==> config.mk <==
export PLATFORM = sky130hd
export DESIGN_NAME = lfbd_fetch
export DESIGN_NICKNAME = d
export VERILOG_FILES = /design/src/core/lfbd_pkg.sv /design/src/core/lfbd_fetch.sv
export SDC_FILE = /design/constraint.sdc
export NUM_CORES = 2
export LEC_CHECK = 0
export ABC_AREA = 0
export BUFFER_PORTS_ARGS = -buffer_cell sky130_fd_sc_hd__buf_4
export CAP_MARGIN = 5
export CELL_PAD_IN_SITES_DETAIL_PLACEMENT = 0
export CELL_PAD_IN_SITES_GLOBAL_PLACEMENT = 1
export CORE_AREA = 4 4 357 359
export DETAILED_ROUTE_END_ITERATION = 7
export DIE_AREA = 0 0 361 363
export MAX_ROUTING_LAYER = met4
export PLACE_DENSITY = 0.85
export SLEW_MARGIN = 25
export SYNTH_ARGS = -nofsm -noshare
export SYNTH_HDL_FRONTEND = slang
export SYNTH_SLANG_ARGS = --single-unit
==> constraint.sdc <==
create_clock -name hclk -period 8.95 [get_ports hclk]
set_input_delay 1.79 -clock hclk [delete_from_list [all_inputs] [get_ports hclk]]
set_output_delay 1.79 -clock hclk [all_outputs]
set_load 0.005 [all_outputs]
==> src/core/lfbd_pkg.sv <==
// Package of the frame-buffer fetch engine: register map, field layout, reset values, carriers.
// Assumes a single system clock domain shared by the register bus and the memory read port.
package lfbd_pkg;

  // ************************************************************
  // Register map, byte offsets of the AHB-Lite slave
  // ************************************************************
  localparam logic [7:0] OFS_CTRL = 8'h00;
  localparam logic [7:0] OFS_FRAME_CONFIG = 8'h04;
  localparam logic [7:0] OFS_FRAME_BASE = 8'h08;
  localparam logic [7:0] OFS_FRAME_WORDS = 8'h0c;
  localparam logic [7:0] OFS_STATUS = 8'h10;
  localparam logic [7:0] OFS_IRQ_STATUS = 8'h14;
  localparam logic [7:0] OFS_IRQ_CLEAR = 8'h18;
  localparam logic [7:0] OFS_IRQ_ENABLE = 8'h1c;

  // ************************************************************
  // Field positions and widths
  // ************************************************************
  localparam int CTRL_POWER_BIT = 0;
  localparam int CTRL_DMA_EN_BIT = 1;
  localparam int CTRL_DMA_RESET_BIT = 2;
  localparam int CTRL_PACKED_BIT = 3;
  localparam int BURST_FIELD_W = 4;
  localparam int FRAME_WORDS_W = 24;
  localparam int IRQ_W = 3;
  localparam int IRQ_UNDERFLOW_BIT = 0;
  localparam int IRQ_FRAME_DONE_BIT = 1;
  localparam int IRQ_BOUNDARY_BIT = 2;

  // ************************************************************
  // Reset values and fixed counts
  // ************************************************************
  localparam logic [BURST_FIELD_W-1:0] BURST_FIELD_RST = 4'hf;
  localparam logic [31:0] FRAME_BASE_RST = 32'h0000_0000;
  localparam logic [FRAME_WORDS_W-1:0] FRAME_WORDS_RST = 24'h00_0000;
  localparam logic [8:0] WORDS_PER_KBYTE = 9'h100;
  localparam logic [2:0] BYTES_PER_PIXEL = 3'h3;
  localparam logic [2:0] BYTES_PACKED_WORD = 3'h4;

  // ************************************************************
  // Carriers and fetch states
  // ************************************************************
  typedef struct packed {
    logic req;
    logic [31:0] addr;
    logic [4:0] words;
  } lfbd_mreq_s;

  typedef struct packed {
    logic valid;
    logic [31:0] data;
  } lfbd_mresp_s;

  typedef struct packed {
    logic valid;
    logic [23:0] rgb;
  } lfbd_pix_s;

  typedef enum logic [1:0] {
    FETCH_IDLE,
    FETCH_REQ,
    FETCH_DATA
  } lfbd_fetch_e;

endpackage

==> src/core/lfbd_fetch.sv <==
// Frame-buffer fetch engine: AHB-Lite register slave, burst read master, display FIFO, pixel unpacker.
// Assumes memory answers a taken burst request with exactly the requested number of read beats.
`timescale 1ns/1ps

module lfbd_fetch #(
  parameter int FIFO_DEPTH = 32
) (
  // Clock and reset.
  input wire logic hclk,
  input wire logic hresetn,
  // AHB-Lite register slave.
  input wire logic hsel,
  input wire logic [31:0] haddr,
  input wire logic [1:0] htrans,
  input wire logic hwrite,
  input wire logic [2:0] hsize,
  input wire logic [31:0] hwdata,
  input wire logic hready,
  output logic hreadyout,
  output logic hresp,
  output logic [31:0] hrdata,
  // Memory read port.
  output lfbd_pkg::lfbd_mreq_s mem_req,
  input wire logic mem_ack,
  input wire lfbd_pkg::lfbd_mresp_s mem_rsp,
  // Display pixel stream and interrupt.
  input wire logic pix_req,
  output lfbd_pkg::lfbd_pix_s pix_out,
  output logic irq
);

  localparam int CW = $clog2(FIFO_DEPTH + 1);
  localparam int PW = $clog2(FIFO_DEPTH);

  // ************************************************************
  // Module state
  // ************************************************************
  typedef struct packed {
    logic [FIFO_DEPTH-1:0][31:0] mem;
    logic [PW-1:0] wp;
    logic [PW-1:0] rp;
    logic [CW-1:0] cnt;
    logic [47:0] acc;
    logic [2:0] nb;
    lfbd_pkg::lfbd_fetch_e st;
    logic [31:0] addr;
    logic [lfbd_pkg::FRAME_WORDS_W-1:0] left;
    logic [4:0] beats;
    logic power;
    logic dma_en;
    logic dma_en_q;
    logic packed_mode;
    logic [lfbd_pkg::BURST_FIELD_W-1:0] burst_field;
    logic [31:0] base;
    logic [lfbd_pkg::FRAME_WORDS_W-1:0] frame_words;
    logic [lfbd_pkg::IRQ_W-1:0] irq_st;
    logic [lfbd_pkg::IRQ_W-1:0] irq_en;
    logic wr_pend;
    logic [7:0] wr_ofs;
    logic [31:0] hrdata;
    logic hreadyout;
    logic hresp;
    lfbd_pkg::lfbd_mreq_s mreq;
    lfbd_pkg::lfbd_pix_s pix;
    logic irq;
  } lfbd_state_s;

  lfbd_state_s s_ff;
  lfbd_state_s nxt_s;

  // Scratch values of the combinational process.
  logic addr_phase;
  logic take;
  logic pop;
  logic push;
  logic reload;
  logic [47:0] acc1;
  logic [2:0] nb1;
  logic [8:0] to_kbyte;
  logic [4:0] blen;
  logic [4:0] blen_eff;
  logic [lfbd_pkg::IRQ_W-1:0] ev;
  logic [lfbd_pkg::IRQ_W-1:0] clr;
  logic [31:0] rd_val;

  // ************************************************************
  // Next-state logic
  // ************************************************************
  // One process computes bus, fetch, FIFO and unpacker updates so every flop sees a single driver.
  always_comb begin
    nxt_s = s_ff;
    ev = '0;
    clr = '0;
    reload = 1'b0;
    rd_val = 32'h0000_0000;
    addr_phase = hsel & htrans[1] & hready;

    // ************************************************************
    // Register slave
    // ************************************************************
    // Register writes land in the data phase using the latched offset.
    if (s_ff.wr_pend) begin
      unique case (s_ff.wr_ofs)
        lfbd_pkg::OFS_CTRL: begin
          nxt_s.power = hwdata[lfbd_pkg::CTRL_POWER_BIT];
          nxt_s.dma_en = hwdata[lfbd_pkg::CTRL_DMA_EN_BIT];
          nxt_s.packed_mode = hwdata[lfbd_pkg::CTRL_PACKED_BIT];
          reload = hwdata[lfbd_pkg::CTRL_DMA_RESET_BIT];
        end
        lfbd_pkg::OFS_FRAME_CONFIG: nxt_s.burst_field = hwdata[lfbd_pkg::BURST_FIELD_W-1:0];
        lfbd_pkg::OFS_FRAME_BASE: nxt_s.base = hwdata;
        lfbd_pkg::OFS_FRAME_WORDS: nxt_s.frame_words = hwdata[lfbd_pkg::FRAME_WORDS_W-1:0];
        lfbd_pkg::OFS_IRQ_CLEAR: clr = hwdata[lfbd_pkg::IRQ_W-1:0];
        lfbd_pkg::OFS_IRQ_ENABLE: nxt_s.irq_en = hwdata[lfbd_pkg::IRQ_W-1:0];
        default: ;
      endcase
    end
    nxt_s.wr_pend = addr_phase & hwrite;
    nxt_s.wr_ofs = {haddr[7:2], 2'b00};

    // Read data is sampled in the address phase; unmapped offsets read as zero.
    // The clear register reads as zero because clearing is a write-only action.
    unique case ({haddr[7:2], 2'b00})
      lfbd_pkg::OFS_CTRL: rd_val = {28'h000_0000, s_ff.packed_mode, 1'b0, s_ff.dma_en, s_ff.power};
      lfbd_pkg::OFS_FRAME_CONFIG: rd_val = {28'h000_0000, s_ff.burst_field};
      lfbd_pkg::OFS_FRAME_BASE: rd_val = s_ff.base;
      lfbd_pkg::OFS_FRAME_WORDS: rd_val = {8'h00, s_ff.frame_words};
      lfbd_pkg::OFS_STATUS: rd_val = {8'h00, 8'(s_ff.cnt), 15'h0000, (s_ff.st != lfbd_pkg::FETCH_IDLE)};
      lfbd_pkg::OFS_IRQ_STATUS: rd_val = {29'h0000_0000, s_ff.irq_st};
      lfbd_pkg::OFS_IRQ_ENABLE: rd_val = {29'h0000_0000, s_ff.irq_en};
      default: rd_val = 32'h0000_0000;
    endcase
    nxt_s.hrdata = (addr_phase & ~hwrite) ? rd_val : s_ff.hrdata;
    nxt_s.hreadyout = 1'b1;
    // Every transfer is answered OKAY with no wait state, as the slave has no error case.
    nxt_s.hresp = 1'b0;

    // ************************************************************
    // Enable edge and burst sizing
    // ************************************************************
    // reload on enable
    nxt_s.dma_en_q = s_ff.dma_en;
    if (s_ff.dma_en & ~s_ff.dma_en_q) begin
      reload = 1'b1;
    end

    blen = {1'b0, s_ff.burst_field} + 5'h01;
    // A misaligned base would split a burst across the line; clipping keeps memory safe and raises an event if a full burst of words remains.
    // clip at 1-Kbyte boundary
    to_kbyte = lfbd_pkg::WORDS_PER_KBYTE - {1'b0, s_ff.addr[9:2]};
    if ({4'h0, blen} > to_kbyte) begin
      blen_eff = to_kbyte[4:0];
    end else begin
      blen_eff = blen;
    end
    if ({4'h0, s_ff.left} < 28'(blen_eff)) begin
      blen_eff = s_ff.left[4:0];
    end

    // ************************************************************
    // Fetch sequencer
    // ************************************************************
    // Fetch sequencer: a request waits for FIFO room, so the FIFO never overruns.
    push = 1'b0;
    unique case (s_ff.st)
      lfbd_pkg::FETCH_IDLE: begin
        if (s_ff.dma_en & ~reload) begin
          if (s_ff.left == '0) begin
            ev[lfbd_pkg::IRQ_FRAME_DONE_BIT] = s_ff.frame_words != '0;
            reload = 1'b1;
          end else if (32'(FIFO_DEPTH) - 32'(s_ff.cnt) >= 32'(blen_eff)) begin
            nxt_s.st = lfbd_pkg::FETCH_REQ;
            nxt_s.mreq.req = 1'b1;
            nxt_s.mreq.addr = s_ff.addr;
            nxt_s.mreq.words = blen_eff;
            nxt_s.beats = blen_eff;
            ev[lfbd_pkg::IRQ_BOUNDARY_BIT] = blen_eff < blen && s_ff.left >= 24'(blen);
          end
        end
      end
      // The request stands unchanged until memory accepts it.
      lfbd_pkg::FETCH_REQ: begin
        if (mem_ack) begin
          nxt_s.mreq.req = 1'b0;
          nxt_s.st = lfbd_pkg::FETCH_DATA;
        end
      end
      lfbd_pkg::FETCH_DATA: begin
        if (mem_rsp.valid) begin
          push = 1'b1;
          nxt_s.addr = s_ff.addr + 32'h0000_0004;
          nxt_s.left = s_ff.left - 24'h00_0001;
          nxt_s.beats = s_ff.beats - 5'h01;
          if (s_ff.beats == 5'h01) begin
            nxt_s.st = lfbd_pkg::FETCH_IDLE;
          end
        end
      end
    endcase
    // A reload during a burst would misplace the beats still in flight, so it takes effect only in idle and is dropped otherwise.
    // pointers back to base
    if (reload && (s_ff.st == lfbd_pkg::FETCH_IDLE)) begin
      nxt_s.addr = s_ff.base;
      nxt_s.left = s_ff.frame_words;
    end

    // ************************************************************
    // Pixel unpacker
    // ************************************************************
    // unpack 24-bit pixels
    take = pix_req & s_ff.power & (s_ff.nb >= lfbd_pkg::BYTES_PER_PIXEL);
    ev[lfbd_pkg::IRQ_UNDERFLOW_BIT] = pix_req & s_ff.power & (s_ff.nb < lfbd_pkg::BYTES_PER_PIXEL);
    acc1 = take ? (s_ff.acc >> 24) : s_ff.acc;
    nb1 = take ? (s_ff.nb - lfbd_pkg::BYTES_PER_PIXEL) : s_ff.nb;
    // A word is pulled as soon as fewer than three bytes remain, so a demand seldom finds the buffer short.
    pop = s_ff.power & (s_ff.cnt != '0) & (nb1 < lfbd_pkg::BYTES_PER_PIXEL);
    if (pop) begin
      // Packed words carry four bytes; otherwise only the low three bytes form one pixel.
      if (s_ff.packed_mode) begin
        acc1 = acc1 | 48'({16'h0000, s_ff.mem[s_ff.rp]} << {nb1, 3'b000});
        nb1 = nb1 + lfbd_pkg::BYTES_PACKED_WORD;
      end else begin
        acc1 = acc1 | 48'({24'h00_0000, s_ff.mem[s_ff.rp][23:0]} << {nb1, 3'b000});
        nb1 = nb1 + lfbd_pkg::BYTES_PER_PIXEL;
      end
    end
    nxt_s.acc = acc1;
    nxt_s.nb = nb1;
    nxt_s.pix.valid = take;
    nxt_s.pix.rgb = take ? s_ff.acc[23:0] : s_ff.pix.rgb;

    // ************************************************************
    // Display FIFO
    // ************************************************************
    // FIFO pointers and occupancy.
    if (push) begin
      nxt_s.mem[s_ff.wp] = mem_rsp.data;
      nxt_s.wp = s_ff.wp + PW'(1);
    end
    if (pop) begin
      nxt_s.rp = s_ff.rp + PW'(1);
    end
    nxt_s.cnt = CW'(s_ff.cnt + CW'(push) - CW'(pop));
    // power off clears FIFO
    // Words arriving while power is off are dropped so a restart begins from an empty FIFO.
    if (~s_ff.power) begin
      nxt_s.wp = '0;
      nxt_s.rp = '0;
      nxt_s.cnt = '0;
      nxt_s.acc = '0;
      nxt_s.nb = '0;
    end

    // ************************************************************
    // Interrupts
    // ************************************************************
    // Sticky events: a new event wins over a clear in the same cycle.
    nxt_s.irq_st = (s_ff.irq_st & ~clr) | ev;
    nxt_s.irq = |(nxt_s.irq_st & nxt_s.irq_en);
  end

  // ************************************************************
  // State register
  // ************************************************************
  // Asynchronous reset loads constants only.
  always_ff @(posedge hclk or negedge hresetn) begin
    if (!hresetn) begin
      s_ff <= '0;
      s_ff.st <= lfbd_pkg::FETCH_IDLE;
      s_ff.burst_field <= lfbd_pkg::BURST_FIELD_RST;
      s_ff.base <= lfbd_pkg::FRAME_BASE_RST;
      s_ff.frame_words <= lfbd_pkg::FRAME_WORDS_RST;
      s_ff.hreadyout <= 1'b1;
    end else begin
      s_ff <= nxt_s;
    end
  end

  // Outputs are taken straight from the state flops.
  assign hreadyout = s_ff.hreadyout;
  assign hresp = s_ff.hresp;
  assign hrdata = s_ff.hrdata;
  assign mem_req = s_ff.mreq;
  assign pix_out = s_ff.pix;
  assign irq = s_ff.irq;

endmodule

# Word level (Yosys, flattened, before mapping)
# Index checks and enable logic that the tools add are counted.
# classes
add_sub_neg	13
n_lt_le_gt_ge	11
eq_ne	22
n_shift	2
muxes	52
bitwise	21
n_reduce_logical	24
# ops
cell	count
1024-bit bitwise mux	1
32-bit one-hot mux with 7 select lines	1
32-bit binary-select mux with 5-bit select	1
32-bit demux with 5-bit select	1
48-bit 2-to-1 mux	3
38-bit 2-to-1 mux	3
56-bit 2-to-1 mux	2
48-bit bitwise OR	2
67-bit 2-to-1 mux	1
32-bit 2-to-1 mux	2
63-bit 2-to-1 mux	1
24-bit by 6-bit left shift with 48-bit output	1
32-bit by 6-bit left shift with 48-bit output	1
5-bit 2-to-1 mux	7
32-bit by 3-bit adder with 32-bit output, second input constant	1
32-bit by 5-bit greater-or-equal comparator with 1-bit output	1
6-bit by 3-bit equality test with 1-bit output, second input constant	5
6-bit by 2-bit equality test with 1-bit output, second input constant	4
24-bit by 5-bit greater-or-equal comparator with 1-bit output	1
24-bit zero test	1
24-bit by 5-bit less-than comparator with 1-bit output	1
24-bit nonzero test	1
24-bit by 1-bit subtractor with 24-bit output, second input constant	1
3-bit 2-to-1 mux	7
other kinds (43)	95
# word_totals
ff_bits	1327
in_bits	109
output_inout_bits	98
elab_cells	204

# Longest topological paths before layout
# depth
depth_word	14
ltp_mapped	32

# Worst setup path after synthesis
# No wires, ideal clock.
# synth_path
path_type	reg-to-reg
from	register s_ff[208] (netlist bit)
to	register s_ff[239] (netlist bit)
t_arrival_ns	5.299
required_ns	8.822
setup_slack_ns	3.524
stages_incl_launch_ff	32
n_path_buf	2
synth_period_minus_slack_ns	5.426
cell_sequence	dfrtp_1 > buf_6 > inv_1 > ha_1 > nor3b_1 > xnor2_1 > inv_1 > ha_1 > o211a_1 > o21ai_0 > a211o_1 > buf_4 > mux2i_1 > inv_1 > ha_1 > nor2b_1 > nand2_1 > a211oi_1 > mux2i_1 > o21ai_2 > nand2_1 > o21ai_0 > inv_1 > ha_1 > o21ai_0 > a21boi_0 > o211ai_1 > a31o_2 > o31ai_4 > nor2_2 > a221oi_2 > mux2_1
# synth_between
elab_chain_cells	8
# synth_lines
element	line	text
start: declaration	lfbd_fetch.sv:68	lfbd_state_s s_ff;
start signal: assignment	lfbd_fetch.sv:275	s_ff <= nxt_s;
9-bit by 8-bit subtractor with 9-bit output *	lfbd_fetch.sv:150	to_kbyte = lfbd_pkg::WORDS_PER_KBYTE - {1'b0, s_ff.addr[9:2]};
5-bit by 9-bit > comparator with 1-bit output	lfbd_fetch.sv:151	if ({4'h0, blen} > to_kbyte) begin
5-bit 2-to-1 mux *	lfbd_fetch.sv:151	
24-bit by 5-bit less-than comparator with 1-bit output	lfbd_fetch.sv:156	if ({4'h0, s_ff.left} < 28'(blen_eff)) begin
5-bit 2-to-1 mux *	lfbd_fetch.sv:156	
net blen_eff[0]	lfbd_fetch.sv:81	logic [4:0] blen_eff;
32-bit by 5-bit greater-or-equal comparator with 1-bit output *	lfbd_fetch.sv:171	end else if (32'(FIFO_DEPTH) - 32'(s_ff.cnt) >= 32'(blen_eff)) begin
2-bit inequality test (no line) *	n/a	
6-bit AND reduction (no line) *	n/a	
# Mark *: on every way through the listed nets, which the timed path passes. The rest lies on a longest branch.
# A chain may end at the register's enable or synchronous reset.

# Worst setup path after layout
# layout_path
from	register s_ff[208] (netlist bit)
to	register s_ff[181] (netlist bit)
# layout_between
elab_chain_cells	9
word_cells_on_any_way	12
classes_between	add/sub: 1; order compare: 3; eq/ne: 1; mux: 6; reduce/logical: 1
# layout_lines
element	line
9-bit by 8-bit subtractor with 9-bit output *	lfbd_fetch.sv:150
5-bit by 9-bit > comparator with 1-bit output	lfbd_fetch.sv:151
5-bit 2-to-1 mux *	lfbd_fetch.sv:151
24-bit by 5-bit less-than comparator with 1-bit output	lfbd_fetch.sv:156
5-bit 2-to-1 mux *	lfbd_fetch.sv:156
branches (longest 4 deep; another with 32-bit by 5-bit greater-or-equal comparator with 1-bit output)	n/a
# Mark *: on every way between the ends. The select of a mux whose other input is x is not followed.

==> metrics.md <==
| Metric | Value |
|---|---|
| Status | complete, no violations |
| Final core occ | between 50% and 60% |
| HP Start | pix_out[5] |
| Design area | ~69000 um2 |
| Reg-to-reg slack, setup | about 2.4 ns |
| Sequential area share after synthesis | 53.8% |
| CTS Buf Count | between 100 and 150 |
| WL/cell | between 20 and 30 um |
| Peak supply drop | 0.204 mV |
| Fin. Hold Viols | 0 |
| Ys Warns | 0 |
| First-pass GRT wire length | 235000 um |
| Tightest Hold Check Type | reg -> reg |
| Clock H-tree levels | 4 |
| CP top delay family | compound AO/OA/AOI/OAI gates |
| Slowest CP cell | dfrtp_1 |
| Remaining DRCs | 0 |
| Area post-placement | ~64000 um2 |
| Reg2Reg Depth | 25 |
| CTS root buf | clkbuf_16 |
| Final Max Tran Viols | 0 |
| Worst Setup Start Kind | register |
| # Post-CTS Setup Buffers | 0 |
| Critical Path RT | around 9.6 ns |
| Post-synthesis register bit count | 1327 |
| Most common cell after layout, fill and taps aside | dfrtp_1 |
| Wirelength, routed | 153000 um |
| CP most frequent cell | ha_1 |
| Deepest clock path buffer count | 3 |
| Min Clock Period, post-route | around 6.5 ns |
| Initial Util | ~50% |
| Data arrival, critical path | between 7 and 8 ns |
| Reg-to-Reg End | s_ff[181] |
| EDFF count, synth | 0 |
| Setup TNS | 0 ns |
| Fin crit share | between 70 and 80% |
| Unrepaired setup endpoints after global routing | false |
| Unique masters post-synth | 76 |
| Setup Viol. Count Final | 0 |
| RR Startpoint | s_ff[208] |
| CTS tree | built |
| Die area | 131000 um2 |
| Initial DRC Count | 3229 |
| Largest net degree at the start of global routing | roughly 180 |
| Rel. slew slack | between 20% and 30% |
| Ports | slightly above 200 |
| Post-cts hold buffer count | 0 |
| Worst Hold End | pix_out[5] |
| Crit. End Element | register |
| FP Rows | about 130 |
| Routed vias | 36.2k |
| Peak Freq | 153 MHz |
| Power per cell area | a little under 200 nW/um2 |
| CTS resizes | 0 |
| Mapped Nets | about 4.5k |
| Hold Crit Depth | 2 |
| Setup Crit Path Kind | reg -> reg |
| Vias/cell | 6.03 |
| RePlAce Congestion | 0.814 |
| Mapped Area | 61700 um2 |
| Cells after Synth | between 4k and 5k |
| Syn Area/Cell | between 10 and 15 um2 |
| Initial antenna violation count | 6 |
| Worst Clk Skew | between 0.02 and 0.03 ns |
| Clock transition at the registers of the reported paths | around 0.060 ns |
| Synth async-reset ratio | 100% |
| Pleak | approximately 32 nW |
| Tightest Pin Transition | between 1 and 1.5 ns |
| CORE AREA | between 100000 and 150000 um2 |
| Vias in the first global route | 37.4k |
| Antenna viol nets, final | 0 |
| Nets | roughly 4.4k |
| Sinks on the clock net | around 1.3k |
| Max-cap violations | 0 |
| Ys flop type | dfrtp_1 |
| Crit path buffers/inverters | 3 |
| PortBufs | ~170 |
| Die Wd | about 360 um |
| Post-detailed-placement half-perimeter wirelength | around 90000 um |
| Syn-to-layout area delta | 11.2% |
| Chip height | around 360 um |
| GRT overflow | 0 |
| Most frequent cells in the layout | dfrtp_1, mux2_2, mux4_2 |
| Layout cells sized above 1 | about 46% |
| Worst Path Max Fanout | 45 |
| 1st-pass router iterations | 7 |
| CP max stage delay | approximately 0.63 ns |
| Total GRT Usage | roughly 24% |
| Clk Latency, worst-skew pair | 0.78 ns |
synth_stat cells, types with 23 or more instances:
| master | instances | area, um2 |
|---|---|---|
| buf_1 | 65 | 244 |
| mux4_2 | 323 | 7270 |
| xnor2_1 | 44 | 385 |
| clkbuf_1 | 254 | 953 |
| nand2_1 | 264 | 991 |
| a222oi_1 | 24 | 240 |
| mux2_4 | 23 | 345 |
| ha_1 | 49 | 613 |
| buf_2 | 29 | 145 |
| nand3_1 | 36 | 180 |
| inv_1 | 60 | 225 |
| nor2_1 | 143 | 537 |
| nor3_1 | 23 | 115 |
| mux2i_1 | 27 | 270 |
| buf_4 | 99 | 743 |
| dfrtp_1 | 1323 | 33100 |
| mux2_2 | 1116 | 12600 |
| xor2_1 | 27 | 236 |
| o21ai_0 | 129 | 646 |
| a21oi_1 | 49 | 245 |
worst register-to-register path, stage by stage, from the launching register on:
cell and delay, ns:
dfrtp_1 0.63, inv_1 0.12, ha_1 0.28, nor3b_1 0.17
xnor2_1 0.15, inv_1 0.08, ha_1 0.32, o211a_1 0.25
o21ai_0 0.08, a211o_1 0.30, mux2i_1 0.23, inv_1 0.08
ha_1 0.28, nor2b_1 0.20, nand2_1 0.13, a211oi_1 0.18
mux2i_1 0.11, o21ai_2 0.36, mux2i_1 0.47, ha_1 0.30
a21boi_0 0.14, o31ai_1 0.41, o31ai_4 0.13, nand2_4 0.53
nor2_1 0.16, a222oi_1 0.33
where the power goes:
group          total, mW  internal [mW]  switching (mW)
clock network       5.93           3.48            2.45
registers           6.32           6.17           0.155
logic               1.37          0.545           0.826
cell type report:
type                       count  area [um2]
clock buffer                 208        4210
tap                         1637        2050
timing repair buffer         242        1980
fill                        9773       55200
antenna                        4        10.0
inverter                      66         248
sequential                  1327       33200
multi-input combinational   2479       26400
clock inverter                44         527
worst max path at each step:
stage / end / slack (ns) / from / cells after the start
after floorplan: s_ff[239] / 3.52 / s_ff[208] / 31
after global placement: s_ff[296] / 2.43 / pix_req / 18
after detailed placement: s_ff[296] / 2.38 / pix_req / 18
after CTS: s_ff[179] / 2.40 / s_ff[208] / 25
after global routing: s_ff[179] / 1.80 / s_ff[208] / 28
final: s_ff[181] / 2.43 / s_ff[208] / 25
routing by layer:
layer | global-route usage [%] | routed length (um) | vias up
met5 | - | 0 | -
met4 | 7.80 | 4640 | 0
met3 | 3.87 | 7750 | 225
met2 | 39.1 | 75300 | 981
met1 | 31.7 | 65400 | 19500
li1 | - | - | 15500
registers in the layout (all words and copies together), names as in the netlist:
register / cells
hrdata: 32
irq: 1
mem_req: 38
nxt_s: 1
pix_out: 25
s_ff: 1230
cells by family (layout without fill, tap and decap cells):
logic type,Yosys count,after routing,share of synthesized area [%]
and+or+nand+nor,573,573,4.13
buffers and inverters,516,560,3.83
adders and majority gates,50,50,1.03
AOI/OAI and AO/OA,293,293,3.03
DFF,1327,1327,53.8
other,2,6,0.0122
xor gates and xnor gates,71,71,1.01
muxes,1490,1490,33.2
through the flow:
step	hold WS (ns)	std cells	total power, mW	setup WS [ns]
detailed placement	0.466	5750	7.80	2.38
finish	0.474	6007	13.6	2.43
global placement	0.459	5750	7.77	2.43
global route	0.500	6007	14.1	1.80
CTS	0.480	6002	13.7	2.40
floorplan	0.423	4322	7.22	3.52
Power figures use the tool's default switching activity.
